`src/verilog/nfc_regs_pkg.sv`:
```
// constants, field layouts and carrier types for the collision / tx status bank
package nfc_regs_pkg;

  // bus geometry
  localparam int ADDR_W = 8;
  localparam int DATA_W = 32;
  localparam int IDX_W = 6;

  // register indices, byte address is four times the index
  localparam logic [IDX_W-1:0] IDX_COLL = 6'h20;
  localparam logic [IDX_W-1:0] IDX_TGT = 6'h21;
  localparam logic [IDX_W-1:0] IDX_TXH = 6'h22;
  localparam logic [IDX_W-1:0] IDX_TXL = 6'h23;
  localparam logic [IDX_W-1:0] IDX_RATE = 6'h24;
  localparam logic [IDX_W-1:0] IDX_IRQ_STAT = 6'h28;
  localparam logic [IDX_W-1:0] IDX_IRQ_MASK = 6'h29;

  // field positions
  localparam int COLL_BYTE_LSB = 4;
  localparam int COLL_BIT_LSB = 1;
  localparam int COLL_PAR_POS = 0;
  localparam int TXL_CNT_LSB = 3;
  localparam int RATE_LSB = 4;

  // reset values
  localparam logic [7:0] COLL_RST = 8'h00;
  localparam logic [7:0] TGT_RST = 8'h00;
  localparam logic [7:0] TXH_RST = 8'h00;
  localparam logic [7:0] TXL_RST = 8'h00;
  localparam logic [7:0] RATE_RST = 8'h00;
  localparam logic [2:0] RESID_NONE = 3'h0;

  // transmit count
  localparam int TX_CNT_W = 13;
  localparam logic [12:0] TX_MAX_BYTES = 13'h1fff;

  // interrupt bits
  localparam int IRQ_N = 3;
  localparam int IRQ_COLL = 0;
  localparam int IRQ_PAR = 1;
  localparam int IRQ_FERR = 2;

  // passive target states
  typedef enum logic [3:0] {
    PT_POWER_OFF = 4'h0,
    PT_IDLE = 4'h1,
    PT_READY_L1 = 4'h2,
    PT_READY_L2 = 4'h3,
    PT_ACTIVE = 4'h5,
    PT_HALT = 4'h9,
    PT_READY_L1_STAR = 4'ha,
    PT_READY_L2_STAR = 4'hb,
    PT_ACTIVE_STAR = 4'hd
  } pt_state_type;

  // collision report from the receiver
  typedef struct packed {
    logic valid;
    logic anticoll_frame;
    logic [3:0] full_bytes;
    logic [2:0] bits;
    logic parity;
  } coll_evt_type;

  // running flags of the internal timers
  typedef struct packed {
    logic field_wait_timer_running;
    logic gp_timer_running;
    logic no_resp_timer_running;
    logic mask_rx_timer_running;
  } timer_run_type;

endpackage

```
`src/verilog/irq_w1c_bank.sv`:
```
// sticky interrupt status with write-one-to-clear, mask and level output
`timescale 1ns/10ps
`default_nettype none
module irq_w1c_bank #(
  parameter int N = 3
) (
  // clock and reset
  input wire logic i_core_clk,
  input wire logic i_sys_rst,
  // events and software access
  input wire logic [N-1:0] i_event,
  input wire logic [N-1:0] i_clr,
  input wire logic i_mask_we,
  input wire logic [N-1:0] i_mask_wdata,
  // state
  output logic [N-1:0] o_status,
  output logic [N-1:0] o_mask,
  output logic o_irq
);
  logic [N-1:0] status_r, status_nxt, mask_r, mask_nxt;
  logic irq_r, irq_nxt;

  if (N < 1 || N > 8) $error("irq bank width out of range");

  // set beats clear so a same-cycle event is kept
  for (genvar g = 0; g < N; g++) begin : g_bit
    assign status_nxt[g] = i_event[g] | (status_r[g] & ~i_clr[g]);
  end

  always_comb begin
    mask_nxt = i_mask_we ? i_mask_wdata : mask_r;
    irq_nxt = |(status_nxt & mask_nxt);
  end

  always_ff @(posedge i_core_clk or posedge i_sys_rst) begin
    if (i_sys_rst) begin
      status_r <= '0;
      mask_r <= '0;
      irq_r <= 1'b0;
    end else begin
      status_r <= status_nxt;
      mask_r <= mask_nxt;
      irq_r <= irq_nxt;
    end
  end

  assign o_status = status_r;
  assign o_mask = mask_r;
  assign o_irq = irq_r;
endmodule
`default_nettype wire

```
`src/verilog/tail_bit_serializer.sv`:
```
// shifts the residual bits of a split last byte out lsb first, no parity
`timescale 1ns/10ps
`default_nettype none
module tail_bit_serializer (
  // clock and reset
  input wire logic i_core_clk,
  input wire logic i_sys_rst,
  // request
  input wire logic i_start,
  input wire logic [7:0] i_byte,
  input wire logic [2:0] i_nbits,
  // bit stream
  output logic o_bit,
  output logic o_bit_valid,
  output logic o_busy,
  output logic o_parity_en
);
  import nfc_regs_pkg::*;

  typedef enum logic {SER_IDLE = 1'b0, SER_SHIFT = 1'b1} ser_state_type;
  ser_state_type state_r, state_nxt;
  logic [7:0] sh_r, sh_nxt;
  logic [2:0] left_r, left_nxt;
  logic bit_r, bit_nxt, valid_r, valid_nxt;

  always_comb begin
    state_nxt = state_r;
    sh_nxt = sh_r;
    left_nxt = left_r;
    bit_nxt = bit_r;
    valid_nxt = 1'b0;
    case (state_r)
      SER_IDLE: begin
        // zero residual bits means whole bytes only, nothing to shift
        if (i_start && i_nbits != RESID_NONE) begin
          bit_nxt = i_byte[0];
          valid_nxt = 1'b1;
          sh_nxt = i_byte >> 1;
          left_nxt = i_nbits - 3'h1;
          state_nxt = (i_nbits == 3'h1) ? SER_IDLE : SER_SHIFT;
        end
      end
      default: begin
        bit_nxt = sh_r[0];
        valid_nxt = 1'b1;
        sh_nxt = sh_r >> 1;
        left_nxt = left_r - 3'h1;
        if (left_r == 3'h1) begin
          state_nxt = SER_IDLE;
        end
      end
    endcase
  end

  always_ff @(posedge i_core_clk or posedge i_sys_rst) begin
    if (i_sys_rst) begin
      state_r <= SER_IDLE;
      sh_r <= 8'h00;
      left_r <= 3'h0;
      bit_r <= 1'b0;
      valid_r <= 1'b0;
    end else begin
      state_r <= state_nxt;
      sh_r <= sh_nxt;
      left_r <= left_nxt;
      bit_r <= bit_nxt;
      valid_r <= valid_nxt;
    end
  end

  assign o_bit = bit_r;
  assign o_bit_valid = valid_r;
  assign o_busy = (state_r == SER_SHIFT);
  assign o_parity_en = 1'b0;
endmodule
`default_nettype wire

```
`src/verilog/nfc_collision_tx_status_regs.sv`:
```
// collision, target state, tx length and rate/timer status register bank
//
// Functional notes
// - bits 7:4 full bytes before collision
// - bits 3:1 bits before collision in byte
// - bit 0 flags collision on parity bit
// - update only for anticollision command frames
// - fields invalid while hard framing flag set
// - target state bits 3:0 coded state
// - 13-bit byte count split over two registers
// - bits 2:0 residual bits, zero whole bytes
// - partial byte sent lsb first
// - residual bits sent without parity
// - parity irq on reqa/wupa with residual
// - bits 5:4 detected bit rate, 7:6 zero
// - bits 3:0 show timers running
// - framing error sets hard framing flag
//
// Added by the designer: the Avalon-MM slave port.
`timescale 1ns/10ps
`default_nettype none
module nfc_collision_tx_status_regs (
  // clock and reset
  input wire logic i_core_clk,
  input wire logic i_sys_rst,
  // avalon-mm slave
  input wire logic [nfc_regs_pkg::ADDR_W-1:0] i_avs_address,
  input wire logic i_avs_read,
  input wire logic i_avs_write,
  input wire logic [nfc_regs_pkg::DATA_W-1:0] i_avs_writedata,
  input wire logic [3:0] i_avs_byteenable,
  output logic [nfc_regs_pkg::DATA_W-1:0] o_avs_readdata,
  output logic o_avs_waitrequest,
  // receiver and state machine status
  input wire nfc_regs_pkg::coll_evt_type i_coll_evt,
  input wire logic i_framing_error,
  input wire logic [3:0] i_target_state,
  input wire logic [1:0] i_nfc_rate,
  input wire nfc_regs_pkg::timer_run_type i_timers,
  // anticollision command context
  input wire logic i_anticoll_ctl,
  input wire logic i_card_idle,
  input wire logic i_reqa_wupa_cmd,
  // residual byte request from the framer
  input wire logic i_tail_start,
  input wire logic [7:0] i_tail_byte,
  // transmit length
  output logic [nfc_regs_pkg::TX_CNT_W-1:0] o_tx_byte_count,
  output logic [2:0] o_tx_residual_bits,
  // flags and interrupt
  output logic o_hard_framing_error_flag,
  output logic o_irq,
  // residual bit stream
  output logic o_tail_bit,
  output logic o_tail_bit_valid,
  output logic o_tail_busy,
  output logic o_tail_parity_en
);
  import nfc_regs_pkg::*;

  if (TX_CNT_W != 13) $error("tx count must be 13 bits");
  if (IRQ_N > 8) $error("irq bits must fit one byte");

  // bus handshake
  logic wait_r, wait_nxt;
  logic [DATA_W-1:0] rdata_r, rdata_nxt;
  logic req;
  logic accept_wr;
  logic [IDX_W-1:0] idx;
  logic [7:0] rd_mux;

  // register state
  logic [7:0] coll_r, coll_nxt;
  logic [7:0] tgt_r, tgt_nxt;
  logic [7:0] txh_r, txh_nxt;
  logic [7:0] txl_r, txl_nxt;
  logic [7:0] rate_r, rate_nxt;

  // interrupt bank hookup
  logic [IRQ_N-1:0] irq_event;
  logic [IRQ_N-1:0] irq_clr;
  logic [IRQ_N-1:0] irq_status;
  logic [IRQ_N-1:0] irq_mask;
  logic irq_mask_we;
  logic coll_take;
  logic par_event;

  assign req = i_avs_read | i_avs_write;
  assign idx = i_avs_address[ADDR_W-1:2];
  // only the low byte lane carries data; other lanes are don't-care
  assign accept_wr = i_avs_write & ~wait_r & i_avs_byteenable[0];

  // one wait cycle per access, answer on the next edge
  always_comb begin
    wait_nxt = 1'b1;
    if (req && wait_r) begin
      wait_nxt = 1'b0;
    end
  end

  // read multiplexer; unmapped indices read as zero
  always_comb begin
    rd_mux = 8'h00;
    if (idx == IDX_COLL) begin
      rd_mux = coll_r;
    end else if (idx == IDX_TGT) begin
      rd_mux = tgt_r;
    end else if (idx == IDX_TXH) begin
      rd_mux = txh_r;
    end else if (idx == IDX_TXL) begin
      rd_mux = txl_r;
    end else if (idx == IDX_RATE) begin
      rd_mux = rate_r;
    end else if (idx == IDX_IRQ_STAT) begin
      rd_mux = {{(8-IRQ_N){1'b0}}, irq_status};
    end else if (idx == IDX_IRQ_MASK) begin
      rd_mux = {{(8-IRQ_N){1'b0}}, irq_mask};
    end
  end

  // read data loaded while waitrequest is still high, stable at the answer edge
  always_comb begin
    rdata_nxt = rdata_r;
    if (i_avs_read && wait_r) begin
      rdata_nxt = {24'h000000, rd_mux};
    end
  end

  // collision capture
  always_comb begin
    coll_take = i_coll_evt.valid & i_coll_evt.anticoll_frame;
    coll_nxt = coll_r;
    if (coll_take) begin
      coll_nxt[7:COLL_BYTE_LSB] = i_coll_evt.full_bytes;
      coll_nxt[COLL_BYTE_LSB-1:COLL_BIT_LSB] = i_coll_evt.bits;
      coll_nxt[COLL_PAR_POS] = i_coll_evt.parity;
    end
  end

  // live status views; host writes never reach them
  always_comb begin
    tgt_nxt = {4'h0, i_target_state};
    rate_nxt = 8'h00;
    rate_nxt[RATE_LSB+1:RATE_LSB] = i_nfc_rate;
    rate_nxt[3] = i_timers.field_wait_timer_running;
    rate_nxt[2] = i_timers.gp_timer_running;
    rate_nxt[1] = i_timers.no_resp_timer_running;
    rate_nxt[0] = i_timers.mask_rx_timer_running;
  end

  // transmit length registers
  always_comb begin
    txh_nxt = txh_r;
    txl_nxt = txl_r;
    if (accept_wr && idx == IDX_TXH) begin
      txh_nxt = i_avs_writedata[7:0];
    end else if (accept_wr && idx == IDX_TXL) begin
      txl_nxt = i_avs_writedata[7:0];
    end
  end

  // interrupt events and software access
  always_comb begin
    par_event = i_anticoll_ctl & i_card_idle & i_reqa_wupa_cmd
                & (txl_r[2:0] != RESID_NONE);
    irq_event = '0;
    irq_event[IRQ_COLL] = coll_take;
    irq_event[IRQ_PAR] = par_event;
    irq_event[IRQ_FERR] = i_framing_error;
    irq_clr = '0;
    if (accept_wr && idx == IDX_IRQ_STAT) begin
      irq_clr = i_avs_writedata[IRQ_N-1:0];
    end
    irq_mask_we = accept_wr && idx == IDX_IRQ_MASK;
  end

  always_ff @(posedge i_core_clk or posedge i_sys_rst) begin
    if (i_sys_rst) begin
      wait_r <= 1'b1;
      rdata_r <= '0;
      coll_r <= COLL_RST;
      tgt_r <= TGT_RST;
      txh_r <= TXH_RST;
      txl_r <= TXL_RST;
      rate_r <= RATE_RST;
    end else begin
      wait_r <= wait_nxt;
      rdata_r <= rdata_nxt;
      coll_r <= coll_nxt;
      tgt_r <= tgt_nxt;
      txh_r <= txh_nxt;
      txl_r <= txl_nxt;
      rate_r <= rate_nxt;
    end
  end

  irq_w1c_bank #(
    .N(IRQ_N)
  ) u_irq (
    .i_core_clk(i_core_clk),
    .i_sys_rst(i_sys_rst),
    .i_event(irq_event),
    .i_clr(irq_clr),
    .i_mask_we(irq_mask_we),
    .i_mask_wdata(i_avs_writedata[IRQ_N-1:0]),
    .o_status(irq_status),
    .o_mask(irq_mask),
    .o_irq(o_irq)
  );

  // residual bits go out of the last byte's low end
  tail_bit_serializer u_tail (
    .i_core_clk(i_core_clk),
    .i_sys_rst(i_sys_rst),
    .i_start(i_tail_start),
    .i_byte(i_tail_byte),
    .i_nbits(txl_r[2:0]),
    .o_bit(o_tail_bit),
    .o_bit_valid(o_tail_bit_valid),
    .o_busy(o_tail_busy),
    .o_parity_en(o_tail_parity_en)
  );

  assign o_avs_waitrequest = wait_r;
  assign o_avs_readdata = rdata_r;
  assign o_tx_byte_count = {txh_r, txl_r[7:TXL_CNT_LSB]};
  assign o_tx_residual_bits = txl_r[2:0];
  // collision fields are junk while this is set; software must check it first
  assign o_hard_framing_error_flag = irq_status[IRQ_FERR];
endmodule
`default_nettype wire

```
`config.mk`:
```
export PLATFORM = sky130hd
export DESIGN_NAME = nfc_collision_tx_status_regs
export DESIGN_NICKNAME = d
export VERILOG_FILES = /design/src/verilog/nfc_regs_pkg.sv /design/src/verilog/irq_w1c_bank.sv /design/src/verilog/tail_bit_serializer.sv /design/src/verilog/nfc_collision_tx_status_regs.sv
export SDC_FILE = /design/constraint.sdc
export NUM_CORES = 1
export LEC_CHECK = 0
export ABC_AREA = 1
export BUFFER_PORTS_ARGS = -buffer_cell sky130_fd_sc_hd__buf_2
export CAP_MARGIN = 40
export CORE_AREA = 2 2 84 86
export CTS_BUF_LIST = sky130_fd_sc_hd__clkbuf_4 sky130_fd_sc_hd__clkbuf_8 sky130_fd_sc_hd__clkbuf_16
export DETAILED_ROUTE_END_ITERATION = 10
export DIE_AREA = 0 0 86 88
export MAX_ROUTING_LAYER = met4
export PLACE_DENSITY_LB_ADDON = 0.12
export RECOVER_POWER = 25
export SLEW_MARGIN = 20
export SYNTH_ARGS = -nofsm -noshare
export SYNTH_HDL_FRONTEND = slang
export SYNTH_HIERARCHICAL = 1
export SYNTH_SLANG_ARGS = --single-unit
```
`constraint.sdc`:
```
create_clock -name i_core_clk -period 2.5 [get_ports i_core_clk]
set_input_delay 0.75 -clock i_core_clk [delete_from_list [all_inputs] [get_ports i_core_clk]]
set_output_delay 0.75 -clock i_core_clk [all_outputs]
set_load 0.01 [all_outputs]
```
==> flow_metrics.tcl <==
set metrics [dict create \
    drive_gt1_frac 0.353 \
    power.density_nw_per_um2 772 \
    rsz0062_at_grt "no" \
    die_area_um2 7570 \
    crit_fanout 14 \
    cts_made_buffers 9 \
    initial_core_util 0.509 \
    cts_sinks 63 \
    die_x_um 86 \
    yosys.area.top_type "dfrtp_1" \
    post-route-period-util 0.784 \
    via_per_inst 4.69 \
    wl_per_cell_um 12.8 \
    fin_nets 574 \
    slowest_delay_ns 0.65 \
    hold_viol 0 \
    grtUsageTotal 0.213 \
    ios 136 \
    ys_seq_area_frac 0.466 \
    grt_pass1_wl_mm 11.9 \
    clkLatencyLatePin_ns 0.34 \
    syn2layout_area_growth_pct 16.4 \
    io_buffers 81 \
    drc_errors 0 \
    clk_pin_slew_worst_paths_ns 0.08 \
    synth.area.top_cells "dfrtp_1, nand2_1, buf_4" \
    crit_arrival_ns 1.21 \
    cp-start-kind "flop" \
    fp.coreArea_um2 6640 \
    n_fill_cell 606 \
    min_path_type "primary input to asynchronous set/reset pin" \
    first_iter_violations 178 \
    synthDistinctLibCells 30 \
    antenna_found_initial 0 \
    fmax_mhz 510 \
    clk_path_buf_depth 2 \
    cp_top_family "flip-flops" \
    cp_slowest_cell "dfrtp_1" \
    tightest_slew_ns 1.06 \
    grt_max_degree 44 \
    final.min_clock_period_ns 1.96 \
    final-setup-viol-count 0 \
    grt_overflow 0 \
    yosysTopAreaCellShare 0.459 \
    die_h_um 88 \
    dpl.hpwl_mm 5.44 \
    drv_cap 0 \
    r2r-end "o_avs_readdata[1]" \
    fin_ws_ns 0.541 \
    grt_pass1_vias 2478 \
    status "finished clean" \
    vdd_ir_drop_max_mv 0.431 \
    worstSetupEndpointType "output pin" \
    cts-resized-gates 0 \
    criticalPathCategory "flop to output pin" \
    worstRegToRegCells 7 \
    r2r_slack_ns 0.93 \
    post_cts_buffers 0 \
    power_w 0.00304 \
    crit_buf_inv 1 \
    rows 30 \
    synthesis.area_um2 3380 \
    ys_ff_latch 63 \
    htreeDepth 3 \
    slew_headroom 0.291 \
    yosysWarnings 6 \
    firstDrtPassIters 4 \
    cp_cell_sequence "buf_2" \
    skew_ns 0.00547 \
    drt_wl_total_mm 7.33 \
    slew_viol_final 0 \
    ant_nets 0 \
    cp.required_ns 1.75 \
    root_buffer "clkbuf_8" \
    pre_cts_slack_ns 0.495 \
    gp_congestion 0.850 \
    avgSynthCellArea_um2 8.35 \
    leakage_nw 2.22 \
    syn_inst 405 \
    r2r_start "o_avs_waitrequest" \
    cts_tree "yes" \
    cts_hold_buf 0 \
    vias 2687 \
    setup_tns_ns 0 \
    antenna_cells 0 \
]
[placed cells by master (no fill, tap or decap), types with 7 or more instances in the layout]
cell / n
nor2_2: 9
inv_2: 10
nor2_1: 19
o21ai_2: 17
nand2_4: 7
nand3_1: 14
clkbuf_8: 9
o21ai_0: 11
buf_2: 80
nand2_1: 127
inv_1: 39
nand2_2: 23
dfrtp_1: 62
conb_1: 25
[cell families after synthesis]
| family | Yosys count | synth area share |
|---|---|---|
| other | 2 | 0.00222 |
| DFF | 63 | 0.466 |
| adders and majority gates | 5 | 0.0185 |
| AOI/OAI and AO/OA | 39 | 0.0780 |
| and+or+nand+nor | 211 | 0.296 |
| buffers and inverters | 85 | 0.139 |
[Yosys cell counts (all sizes together)]
library cell and n:
clkinv 1, and3 1, ha 5, buf 31, or2 1, dfrtp 62, nor3b 1, clkbuf 2
nor2 28, inv 51, nand4 3, o21ai 30, nor3 2, a31oi 4, nand2 157, dfstp 1
conb 2, a21oi 5, nand3 18
[state kept, by name (all words and copies together) (netlist names)]
register	cells
o_avs_waitrequest	1
u_tail/left_r	3
u_tail/o_busy	1
u_tail/o_bit	1
u_tail/o_bit_valid	1
txh_r	8
u_irq/o_status	3
u_irq/o_irq	1
tgt_r	4
o_avs_readdata	8
rate_r	6
coll_r	8
u_tail/sh_r	7
u_irq/o_mask	3
txl_r	8
[worst max path at each step]
stage                             start          end  slack [ns]  cells past startpoint
after global placement      i_avs_write  u_irq/o_irq        0.53                      9
after detailed placement    i_avs_write  u_irq/o_irq        0.50                      9
final                     u_tail/o_busy  o_tail_busy        0.54                      1
after global routing      u_tail/o_busy  o_tail_busy        0.49                      1
after CTS                 u_tail/o_busy  o_tail_busy        0.54                      1
after floorplan               i_sys_rst    coll_r[0]        0.75                      1
[cell type report]
type                    instances  area (µm²)  share of cell area
flip-flops and latches         63        1580               0.401
clock buffers                   9         124              0.0315
repair buffers                 82         409               0.104
multi-input cells             280        1420               0.361
clock inverters                 7         103              0.0261
well taps                      80         100              0.0254
inverters                      52         201              0.0512
[layer usage]
| layer | share of wire | vias to the layer above | wire (µm) | global-route usage |
|---|---|---|---|---|
| met1 | 0.49 | 1231 | 3620 | 0.304 |
| met4 | 0.016 | 0 | 114 | 0.0736 |
| li1 | - | 1360 | - | - |
| met5 | 0 | - | 0 | - |
| met2 | 0.44 | 85 | 3240 | 0.306 |
| met3 | 0.048 | 11 | 354 | 0.0386 |
[per-stage QoR]
stage,util,std cells,hold WS [ns],area [µm²]
5_1_grt,0.593,573,0.382,3940
4_1_cts,0.593,573,0.350,3940
3_5_place_dp,0.559,557,0.461,3710
6_report,0.593,573,0.349,3940
3_3_place_gp,0.559,557,0.462,3710
2_1_floorplan,-,428,0.449,3470
[power breakdown]
group	switching [W]	internal (W)
clock network	0.000446	0.000573
logic	0.000456	0.000259
registers	0.000128	0.00118
(Power assumes the default switching activity.)
